==> src/core/selftest_defines.svh <==
// Bit positions, key values and reset values of the data RAM self-test control.
`ifndef SELFTEST_DEFINES_SVH
`define SELFTEST_DEFINES_SVH

`define CTL_W 16
`define CTL_ARM_BIT 0
`define CTL_FAIL_BIT 4
`define CTL_DONE_BIT 7
`define CTL_INJECT_BIT 8
`define CTL_RESERVED_MASK 16'hfe6e
`define CTL_RESET_VALUE 16'h0000
`define KEY_FIRST 8'h55
`define KEY_SECOND 8'haa
`define RAM_ADDR_W 12
`define RAM_DATA_W 16

`endif

==> src/core/selftest_pkg.sv <==
// Types shared by the data RAM self-test controller and its engine.
`default_nettype none
`include "selftest_defines.svh"

package selftest_pkg;

  // Controller sequence around device resets
  typedef enum logic [1:0] {
    C_CFG_WAIT = 2'b00,
    C_TEST = 2'b01,
    C_RUN = 2'b10,
    C_RST = 2'b11
  } ctl_state_e;

  // March test elements
  typedef enum logic [2:0] {
    M_IDLE = 3'b000,
    M_FILL = 3'b001,
    M_UP = 3'b010,
    M_DOWN = 3'b011,
    M_CHECK = 3'b100
  } march_phase_e;

  typedef logic [`CTL_W-1:0] ctl_word_t;

endpackage

`default_nettype wire

==> src/core/memory_selftest_ctrl.sv <==
// Data RAM self-test controller: control register, reset sequencing and result flags.
`default_nettype none
`include "selftest_defines.svh"

module memory_selftest_ctrl
  import selftest_pkg::*;
#(
  parameter int ADDR_W = `RAM_ADDR_W,
  parameter int DATA_W = `RAM_DATA_W
)
(
  input wire logic mclk_i,
  input wire logic reset_i,
  input wire logic sw_reset_i,
  input wire logic config_loaded_i,
  input wire logic startup_selftest_disable_i,
  input wire logic key_wr_i,
  input wire logic [7:0] key_data_i,
  input wire logic ctl_wr_i,
  input wire selftest_pkg::ctl_word_t ctl_wdata_i,
  input wire logic [DATA_W-1:0] ram_rdata_i,
  output selftest_pkg::ctl_word_t ctl_rdata_o,
  output logic cpu_hold_o,
  output logic test_clk_req_o,
  output logic [ADDR_W-1:0] ram_addr_o,
  output logic [DATA_W-1:0] ram_wdata_o,
  output logic ram_we_o,
  output logic ram_re_o
);

  // ==========================================================================
  // State and submodules

  typedef struct packed {
    ctl_state_e state;
    logic arm;
    logic fault_inject;
    logic done_flag;
    logic fail_flag;
    logic runtime;
    logic eng_start;
    logic cpu_hold;
    logic clk_req;
    ctl_word_t rdata;
  } ctl_regs_s;

  ctl_regs_s st;
  ctl_regs_s next_st;
  logic unlocked;
  logic eng_busy;
  logic eng_done;
  logic eng_fail;
  logic ctl_write_ok;
  logic new_arm;
  logic new_inject;

  unlock_key u_key (
    .mclk_i(mclk_i),
    .reset_i(reset_i),
    .key_wr_i(key_wr_i),
    .key_data_i(key_data_i),
    .consume_i(ctl_wr_i),
    .unlocked_o(unlocked)
  );

  march_engine #(
    .ADDR_W(ADDR_W),
    .DATA_W(DATA_W)
  ) u_engine (
    .mclk_i(mclk_i),
    .reset_i(reset_i),
    .start_i(st.eng_start),
    .ram_rdata_i(ram_rdata_i),
    .ram_addr_o(ram_addr_o),
    .ram_wdata_o(ram_wdata_o),
    .ram_we_o(ram_we_o),
    .ram_re_o(ram_re_o),
    .busy_o(eng_busy),
    .done_o(eng_done),
    .fail_o(eng_fail)
  );

  // ==========================================================================
  // Control register write filter

  // Bits newly going from 0 to 1 in this write
  assign new_arm = ctl_wdata_i[`CTL_ARM_BIT] & ~st.arm;
  assign new_inject = ctl_wdata_i[`CTL_INJECT_BIT] & ~st.fault_inject;
  // Locked writes and writes setting two bits at once are dropped whole
  assign ctl_write_ok = ctl_wr_i && unlocked && (st.state == C_RUN)
                        && !(new_arm && new_inject);

  // ==========================================================================
  // Sequencer and flags

  always_comb
  begin
    next_st = st;
    next_st.eng_start = 1'b0;
    unique case (st.state)
      C_CFG_WAIT:
      begin
        // Power-on path: nothing runs until the configuration words are in
        if (config_loaded_i)
        begin
          if (startup_selftest_disable_i)
          begin
            next_st.state = C_RUN;
          end
          else
          begin
            next_st.state = C_TEST;
            next_st.eng_start = 1'b1;
            next_st.runtime = 1'b0;
          end
        end
      end
      C_TEST:
      begin
        // A software reset mid-test is ignored; the processor is held anyway
        if (eng_done)
        begin
          next_st.state = C_RUN;
          next_st.done_flag = 1'b1;
          next_st.fail_flag = eng_fail | (st.runtime & st.fault_inject);
          next_st.arm = 1'b0;
        end
      end
      C_RUN:
      begin
        if (sw_reset_i)
        begin
          if (st.arm)
          begin
            next_st.state = C_TEST;
            next_st.eng_start = 1'b1;
            next_st.runtime = 1'b1;
          end
          else
          begin
            next_st.state = C_RST;
          end
        end
        else if (ctl_write_ok)
        begin
          next_st.arm = ctl_wdata_i[`CTL_ARM_BIT];
          next_st.fault_inject = ctl_wdata_i[`CTL_INJECT_BIT];
        end
      end
      C_RST:
      begin
        // Plain software reset: one held cycle, flags untouched
        next_st.state = C_RUN;
      end
    endcase
    // Processor stays held outside the run state and sees flags already final
    next_st.cpu_hold = (next_st.state != C_RUN);
    // Test clock source must come from oscillator plus PLL while testing
    next_st.clk_req = (next_st.state == C_TEST);
    next_st.rdata = `CTL_RESET_VALUE;
    next_st.rdata[`CTL_ARM_BIT] = next_st.arm;
    next_st.rdata[`CTL_FAIL_BIT] = next_st.fail_flag;
    next_st.rdata[`CTL_DONE_BIT] = next_st.done_flag;
    next_st.rdata[`CTL_INJECT_BIT] = next_st.fault_inject;
  end

  // reset_i is the true power-on reset; only it clears done, and inject clears only on it or on an unlocked control write
  always_ff @(posedge mclk_i)
  begin
    if (reset_i)
    begin
      st <= '0;
      st.state <= C_CFG_WAIT;
      st.cpu_hold <= 1'b1;
      st.rdata <= `CTL_RESET_VALUE;
    end
    else
    begin
      st <= next_st;
    end
  end

  assign ctl_rdata_o = st.rdata;
  assign cpu_hold_o = st.cpu_hold;
  assign test_clk_req_o = st.clk_req;
endmodule

`default_nettype wire

==> src/core/unlock_key.sv <==
// Key sequence tracker that opens the control register for one write.
`default_nettype none
`include "selftest_defines.svh"

module unlock_key
  import selftest_pkg::*;
(
  input wire logic mclk_i,
  input wire logic reset_i,
  input wire logic key_wr_i,
  input wire logic [7:0] key_data_i,
  input wire logic consume_i,
  output logic unlocked_o
);

  typedef struct packed {
    logic seen_first;
    logic unlocked;
  } key_regs_s;

  key_regs_s st;
  key_regs_s next_st;

  // Any other key value breaks the pair, so both bytes must be consecutive key writes
  always_comb
  begin
    next_st = st;
    if (consume_i)
    begin
      next_st.unlocked = 1'b0;
    end
    if (key_wr_i)
    begin
      next_st.seen_first = (key_data_i == `KEY_FIRST);
      if (st.seen_first && key_data_i == `KEY_SECOND)
      begin
        next_st.unlocked = 1'b1; // A fresh unlock wins over a same-cycle consume
      end
    end
  end

  // State register
  always_ff @(posedge mclk_i)
  begin
    if (reset_i)
    begin
      st <= '0;
    end
    else
    begin
      st <= next_st;
    end
  end

  assign unlocked_o = st.unlocked;

endmodule

`default_nettype wire

==> src/core/march_engine.sv <==
// March test engine that sweeps the whole data RAM and keeps one fail bit.
`default_nettype none
`include "selftest_defines.svh"

module march_engine
  import selftest_pkg::*;
#(
  parameter int ADDR_W = `RAM_ADDR_W,
  parameter int DATA_W = `RAM_DATA_W
)
(
  input wire logic mclk_i,
  input wire logic reset_i,
  input wire logic start_i,
  input wire logic [DATA_W-1:0] ram_rdata_i,
  output logic [ADDR_W-1:0] ram_addr_o,
  output logic [DATA_W-1:0] ram_wdata_o,
  output logic ram_we_o,
  output logic ram_re_o,
  output logic busy_o,
  output logic done_o,
  output logic fail_o
);

  localparam logic [ADDR_W-1:0] LAST = '1;

  typedef struct packed {
    march_phase_e phase;
    logic [ADDR_W-1:0] addr;
    logic [1:0] step;
    logic fail;
    logic done;
    logic [ADDR_W-1:0] ram_addr;
    logic [DATA_W-1:0] ram_wdata;
    logic ram_we;
    logic ram_re;
  } eng_regs_s;

  eng_regs_s st;
  eng_regs_s next_st;
  logic [DATA_W-1:0] expect_word;

  // Step 0 reads, step 1 waits on the synchronous RAM, step 2 compares and, except in M_CHECK, writes back
  always_comb
  begin
    next_st = st;
    next_st.done = 1'b0;
    next_st.ram_we = 1'b0;
    next_st.ram_re = 1'b0;
    expect_word = (st.phase == M_DOWN) ? '1 : '0;
    unique case (st.phase)
      M_IDLE:
      begin
        if (start_i)
        begin
          next_st.phase = M_FILL;
          next_st.addr = '0;
          next_st.step = 2'h0;
          next_st.fail = 1'b0;
        end
      end
      M_FILL:
      begin
        // Contents are destroyed everywhere, stack area included
        next_st.ram_addr = st.addr;
        next_st.ram_wdata = '0;
        next_st.ram_we = 1'b1;
        next_st.addr = st.addr + ADDR_W'(1);
        if (st.addr == LAST)
        begin
          next_st.phase = M_UP;
          next_st.addr = '0;
        end
      end
      M_UP, M_DOWN, M_CHECK:
      begin
        next_st.step = st.step + 2'h1;
        if (st.step == 2'h0)
        begin
          next_st.ram_addr = st.addr;
          next_st.ram_re = 1'b1;
        end
        else if (st.step == 2'h2)
        begin
          next_st.step = 2'h0;
          // Only a sticky flag; the failing address is deliberately not kept
          if (ram_rdata_i != expect_word)
          begin
            next_st.fail = 1'b1;
          end
          next_st.ram_we = (st.phase != M_CHECK);
          next_st.ram_wdata = (st.phase == M_UP) ? '1 : '0;
          if (st.phase == M_DOWN)
          begin
            next_st.addr = st.addr - ADDR_W'(1);
            if (st.addr == '0)
            begin
              next_st.phase = M_CHECK;
            end
          end
          else
          begin
            next_st.addr = st.addr + ADDR_W'(1);
            if (st.addr == LAST)
            begin
              next_st.phase = (st.phase == M_UP) ? M_DOWN : M_IDLE;
              next_st.addr = (st.phase == M_UP) ? LAST : '0;
              next_st.done = (st.phase == M_CHECK);
            end
          end
        end
      end
      default:
      begin
        next_st.phase = M_IDLE;
      end
    endcase
  end

  // State register
  always_ff @(posedge mclk_i)
  begin
    if (reset_i)
    begin
      st <= '0;
    end
    else
    begin
      st <= next_st;
    end
  end

  assign ram_addr_o = st.ram_addr;
  assign ram_wdata_o = st.ram_wdata;
  assign ram_we_o = st.ram_we;
  assign ram_re_o = st.ram_re;
  assign busy_o = (st.phase != M_IDLE);
  assign done_o = st.done;
  assign fail_o = st.fail;

endmodule

`default_nettype wire

==> config.mk <==
export PLATFORM = sky130hd
export DESIGN_NAME = memory_selftest_ctrl
export DESIGN_NICKNAME = d
export VERILOG_FILES = /design/src/core/selftest_pkg.sv /design/src/core/memory_selftest_ctrl.sv /design/src/core/unlock_key.sv /design/src/core/march_engine.sv
export VERILOG_INCLUDE_DIRS = /design/src /design/src/core
export SDC_FILE = /design/constraint.sdc
export NUM_CORES = 1
export LEC_CHECK = 0
export BUFFER_PORTS_ARGS = -buffer_cell sky130_fd_sc_hd__buf_2
export CORE_AREA = 2 2 82 84
export CTS_BUF_LIST = sky130_fd_sc_hd__clkbuf_8
export DETAILED_ROUTE_END_ITERATION = 10
export DIE_AREA = 0 0 84 86
export PLACE_DENSITY = 0.89
export RECOVER_POWER = 50
export REMOVE_ABC_BUFFERS = 1
export SYNTH_ARGS = -nofsm -noshare
export SYNTH_HDL_FRONTEND = slang
export SYNTH_SLANG_ARGS = --single-unit
==> constraint.sdc <==
create_clock -name mclk_i -period 2.86 [get_ports mclk_i]
set_input_delay 0.572 -clock mclk_i [delete_from_list [all_inputs] [get_ports mclk_i]]
set_output_delay 0.572 -clock mclk_i [all_outputs]
set_load 0.005 [all_outputs]
==> metrics.md <==
| Metric | Value |
|---|---|
| Status | finished clean |
| Combinational power share | 42.4% |
| CTS tree | built |
| Row count | 29 |
| Worst EP required | 3.08 ns |
| Die height | 86 um |
| P_int | approximately 1400 uW |
| Ys async rst share | 0% |
| Clk pwr share | 21.4% |
| Tcrit/Tclk final | between 80 and 90% |
| First drt pass iteration count | 6 |
| Total grt overflow | 0 |
| Worst setup SP type | register |
| Leak | 0.00143 uW |
| Die area | 0.00722 mm^2 |
| Routed WL | 8.67 mm |
| Reg clk slew, reported paths | about 0.1 ns |
| Number of synthesized flops with an enable pin | 0 |
| Initial antenna violation count | 0 |
| DP HPWL | 5.90 mm |
| Pin count of the biggest net entering global routing | 42 |
| Final setup TNS | 0 ns |
| Ys Warns | 0 |
| PortBufs | 68 |
| Leading area contributor after synthesis | dfxtp_1 |
| Crit end category | register |
| Reg area | roughly 920 um^2 |
| Worst vdd ir | roughly 0.47 mV |
| Initial Utilization | 52.8% |
| Slowest stage delay, CP | between 0.5 and 0.6 ns |
| Delay-heaviest family, CP | simple AND/OR/NAND/NOR gates |
| Post-CTS Hold Buffers | 0 |
| Vias in the first global route | 3153 |
| CTS HTree Levels | 2 |
| Reg power frac | 36.2% |
| Minimum hold slack | between 0.4 and 0.5 ns |
| Area occupied by multi-input gates | 0.00193 mm^2 |
| Post-route ant nets | 0 |
| Path type of the worst setup path | register to register |
| Final setup violation count | 0 |
| Max stage delay cell, worst path | or4b_1 |
| Clk root buf | clkbuf_8 |
| Clock Skew | 0.00685 ns |
| GRT Util Overall | 24.1% |
| DRT iter0 DRCs | about 320 |
| Worst slew pin tran | 0.812 ns |
| Vias per cell | between 6 and 7 |
| DRC Markers | 0 |
| Worst Path Max Fanout | 10 |
| Pwr Density | 688 mW/mm^2 |
| Largest cells by area after synthesis | dfxtp_1 (28%), buf_4 (10%), nor2_1 (5.0%) |
| Seq/Total Area, Yosys | 27.8% |
| Pins over their slew limit | 0 |
| TritonCTS Buffers | 5 |
| Worst Hold Class | register to register |
| Unrepaired setup endpoints after global routing | false |
| Main synth FF type | dfxtp_1 |
| Via Count | 3341 |
| Syn Area/Cell | just under 8 um^2 |
| Cell Area, Synth | 0.00332 mm^2 |
| Ant diodes | 0 |
| Die width | 84 um |
| CTS Buffer Depth | 2 |
| DR WL/cell | around 16 um |
| Switching power total | 1000 uW |
| Layout Nets | 502 |
| Setup bufs post-CTS | 0 |
| Critical path, cell by cell | inv_1 > ha_1 > or4b_1 > nor4_1 > mux2_2 > o221ai_1 > a31o_2 |
| Critical path buffers and inverters | 1 |
| Fin crit period | 2.51 ns |
| CTS resizes | 0 |
| Final hold viol count | 0 |
| Fmax | approximately 400 MHz |
| Ports | 95 |
| Ratio of cells with drive above 1 in the final layout | between 20% and 30% |
| Final Wtd Congestion | 0.919 |
| Clock latency on the worst-skew pair | 0.32 ns |
| Core box area | 0.00628 mm^2 |
| Max Cap Viol | 0 |
| CTS Sinks | 46 |
| Sw Ratio | between 40 and 50% |
| CP arrival | 2.74 ns |
| Synth top area share | 27.8% |
| Synth-to-Final Area Change | 5.70% |
| Synthesized instance count | 428 |
| First-pass GRT wire length | 14.6 mm |
| Slew HR | roughly 46% |
| Yosys reg bits | 46 |
| Fillcell total | 586 |
| Distinct cells, synth | 67 |
synth_stat cells, drive strengths merged (2+ instances only):
library cell and instances:
nor2 44, a31oi 16, a22oi 2, a31o 2, xnor2 3, a32oi 2, o221ai 5, nand2b 5
or4 7, o21ai 22, nor3b 2, o21a 2, o221a 3, dfxtp 46, a21oi 28, or2 3
a41oi 2, nor3 10, nor4bb 3, a311oi 2, clkbuf 20, inv 12, nor2b 5, xor2 6
mux2i 12, nand2 22, nand3 16, a2111oi 2, a211oi 2, ha 6, nand4b 2, o31ai 7
nor4 11, nand3b 2, nand4 9, buf 54, and4 3, or3 5, a21o 2
cell usage in the layout (no fill, tap or decap), types with 5 or more instances in the layout:
| cell type | instances |
|---|---|
| conb_1 | 12 |
| inv_1 | 12 |
| nor3_1 | 10 |
| xor2_1 | 6 |
| o221ai_1 | 5 |
| ha_1 | 6 |
| dfxtp_1 | 46 |
| nor4_1 | 10 |
| nand3_1 | 16 |
| buf_2 | 62 |
| buf_4 | 9 |
| clkbuf_1 | 5 |
| o31ai_1 | 7 |
| nand2b_1 | 5 |
| nand2_1 | 21 |
| a31oi_1 | 14 |
| mux2i_1 | 12 |
| or4_1 | 6 |
| o21ai_0 | 19 |
| nand4_1 | 9 |
| or3_1 | 5 |
| nor2_1 | 44 |
| clkbuf_8 | 5 |
| nor2b_1 | 5 |
| a21oi_1 | 28 |
metrics by stage:
step                cell area [um^2]  setup WS (ns)  util, %  std cells  power (uW)
floorplan                       2900          0.763        -        365        1580
global placement                3400          0.473     54.2        519        1840
detailed placement              3400          0.396     54.2        519        1870
CTS                             3510          0.380     55.9        527        2380
global route                    3500          0.199     55.8        527        2550
finish                          3500          0.347     55.8        527        2410
cell families (layout without fill, tap and decap cells):
| family | Yosys count | after routing | share of synthesized area [%] |
|---|---|---|---|
| buffers and inverters | 86 | 97 | 15.3 |
| other | 1 | 12 | 0.113 |
| adder cells (fa/ha/maj) | 6 | 6 | 2.26 |
| flip-flops | 46 | 46 | 27.8 |
| XOR/XNOR | 9 | 9 | 2.38 |
| AND/OR/NAND/NOR | 157 | 157 | 25.8 |
| AO/OA/AOI/OAI | 110 | 110 | 22.4 |
| multiplexers | 13 | 13 | 3.96 |
power groups by stage:
stage | Combinational [uW] | Clock, uW | Sequential, uW
finish | 1020 | 517 | 872
global route | 1130 | 535 | 883
CTS | 1010 | 515 | 862
detailed placement | 997 | 0 | 876
global placement | 969 | 0 | 869
floorplan | 734 | 0 | 843
metal layers:
layer  global-route usage, %  wire length [um]  up-vias
met5                       0                 0        -
met1                    29.9              3420     1527
met3                    4.14               888       39
met2                    41.1              4070      223
met4                    10.9               284        0
li1                        -                 -     1552
registers in the layout, summed over array words and instances (netlist names):
register              flops
u_key.st                  1
u_engine.ram_re_o         1
u_engine.ram_we_o         1
test_clk_req_o            1
u_engine.done_o           1
u_engine.ram_wdata_o      1
u_engine.ram_addr_o      12
st                        5
cpu_hold_o                1
u_key.unlocked_o          1
ctl_rdata_o               3
u_engine.fail_o           1
u_engine.st              17
worst min-delay path: cells and delay by family, from the launching register on:
family             cells  cell delay (ns)
AOI/OAI and AO/OA      1             0.04
DFF                    1             0.34
and+or+nand+nor        1             0.07
path summary, 6_finish.rpt:
check / cells after the start / from / endpoint / slack (ns)
max: 7 / u_engine.st[34] / u_engine.st[47] / 0.35
min reg2reg: 2 / ctl_rdata_o[7] / ctl_rdata_o[7] / 0.47
max reg2reg: 7 / u_engine.st[34] / u_engine.st[47] / 0.35
min: 2 / ctl_rdata_o[7] / ctl_rdata_o[7] / 0.47
layout make-up:
type	instances	area share, %
clock buffers	5	1.96
clock inverters	3	1.25
inverters	12	1.29
multi-input cells	307	55.1
flip-flops and latches	46	26.3
well taps	77	2.75
repair buffers	77	11.4
No activity file was read; power rests on OpenSTA's default activity.
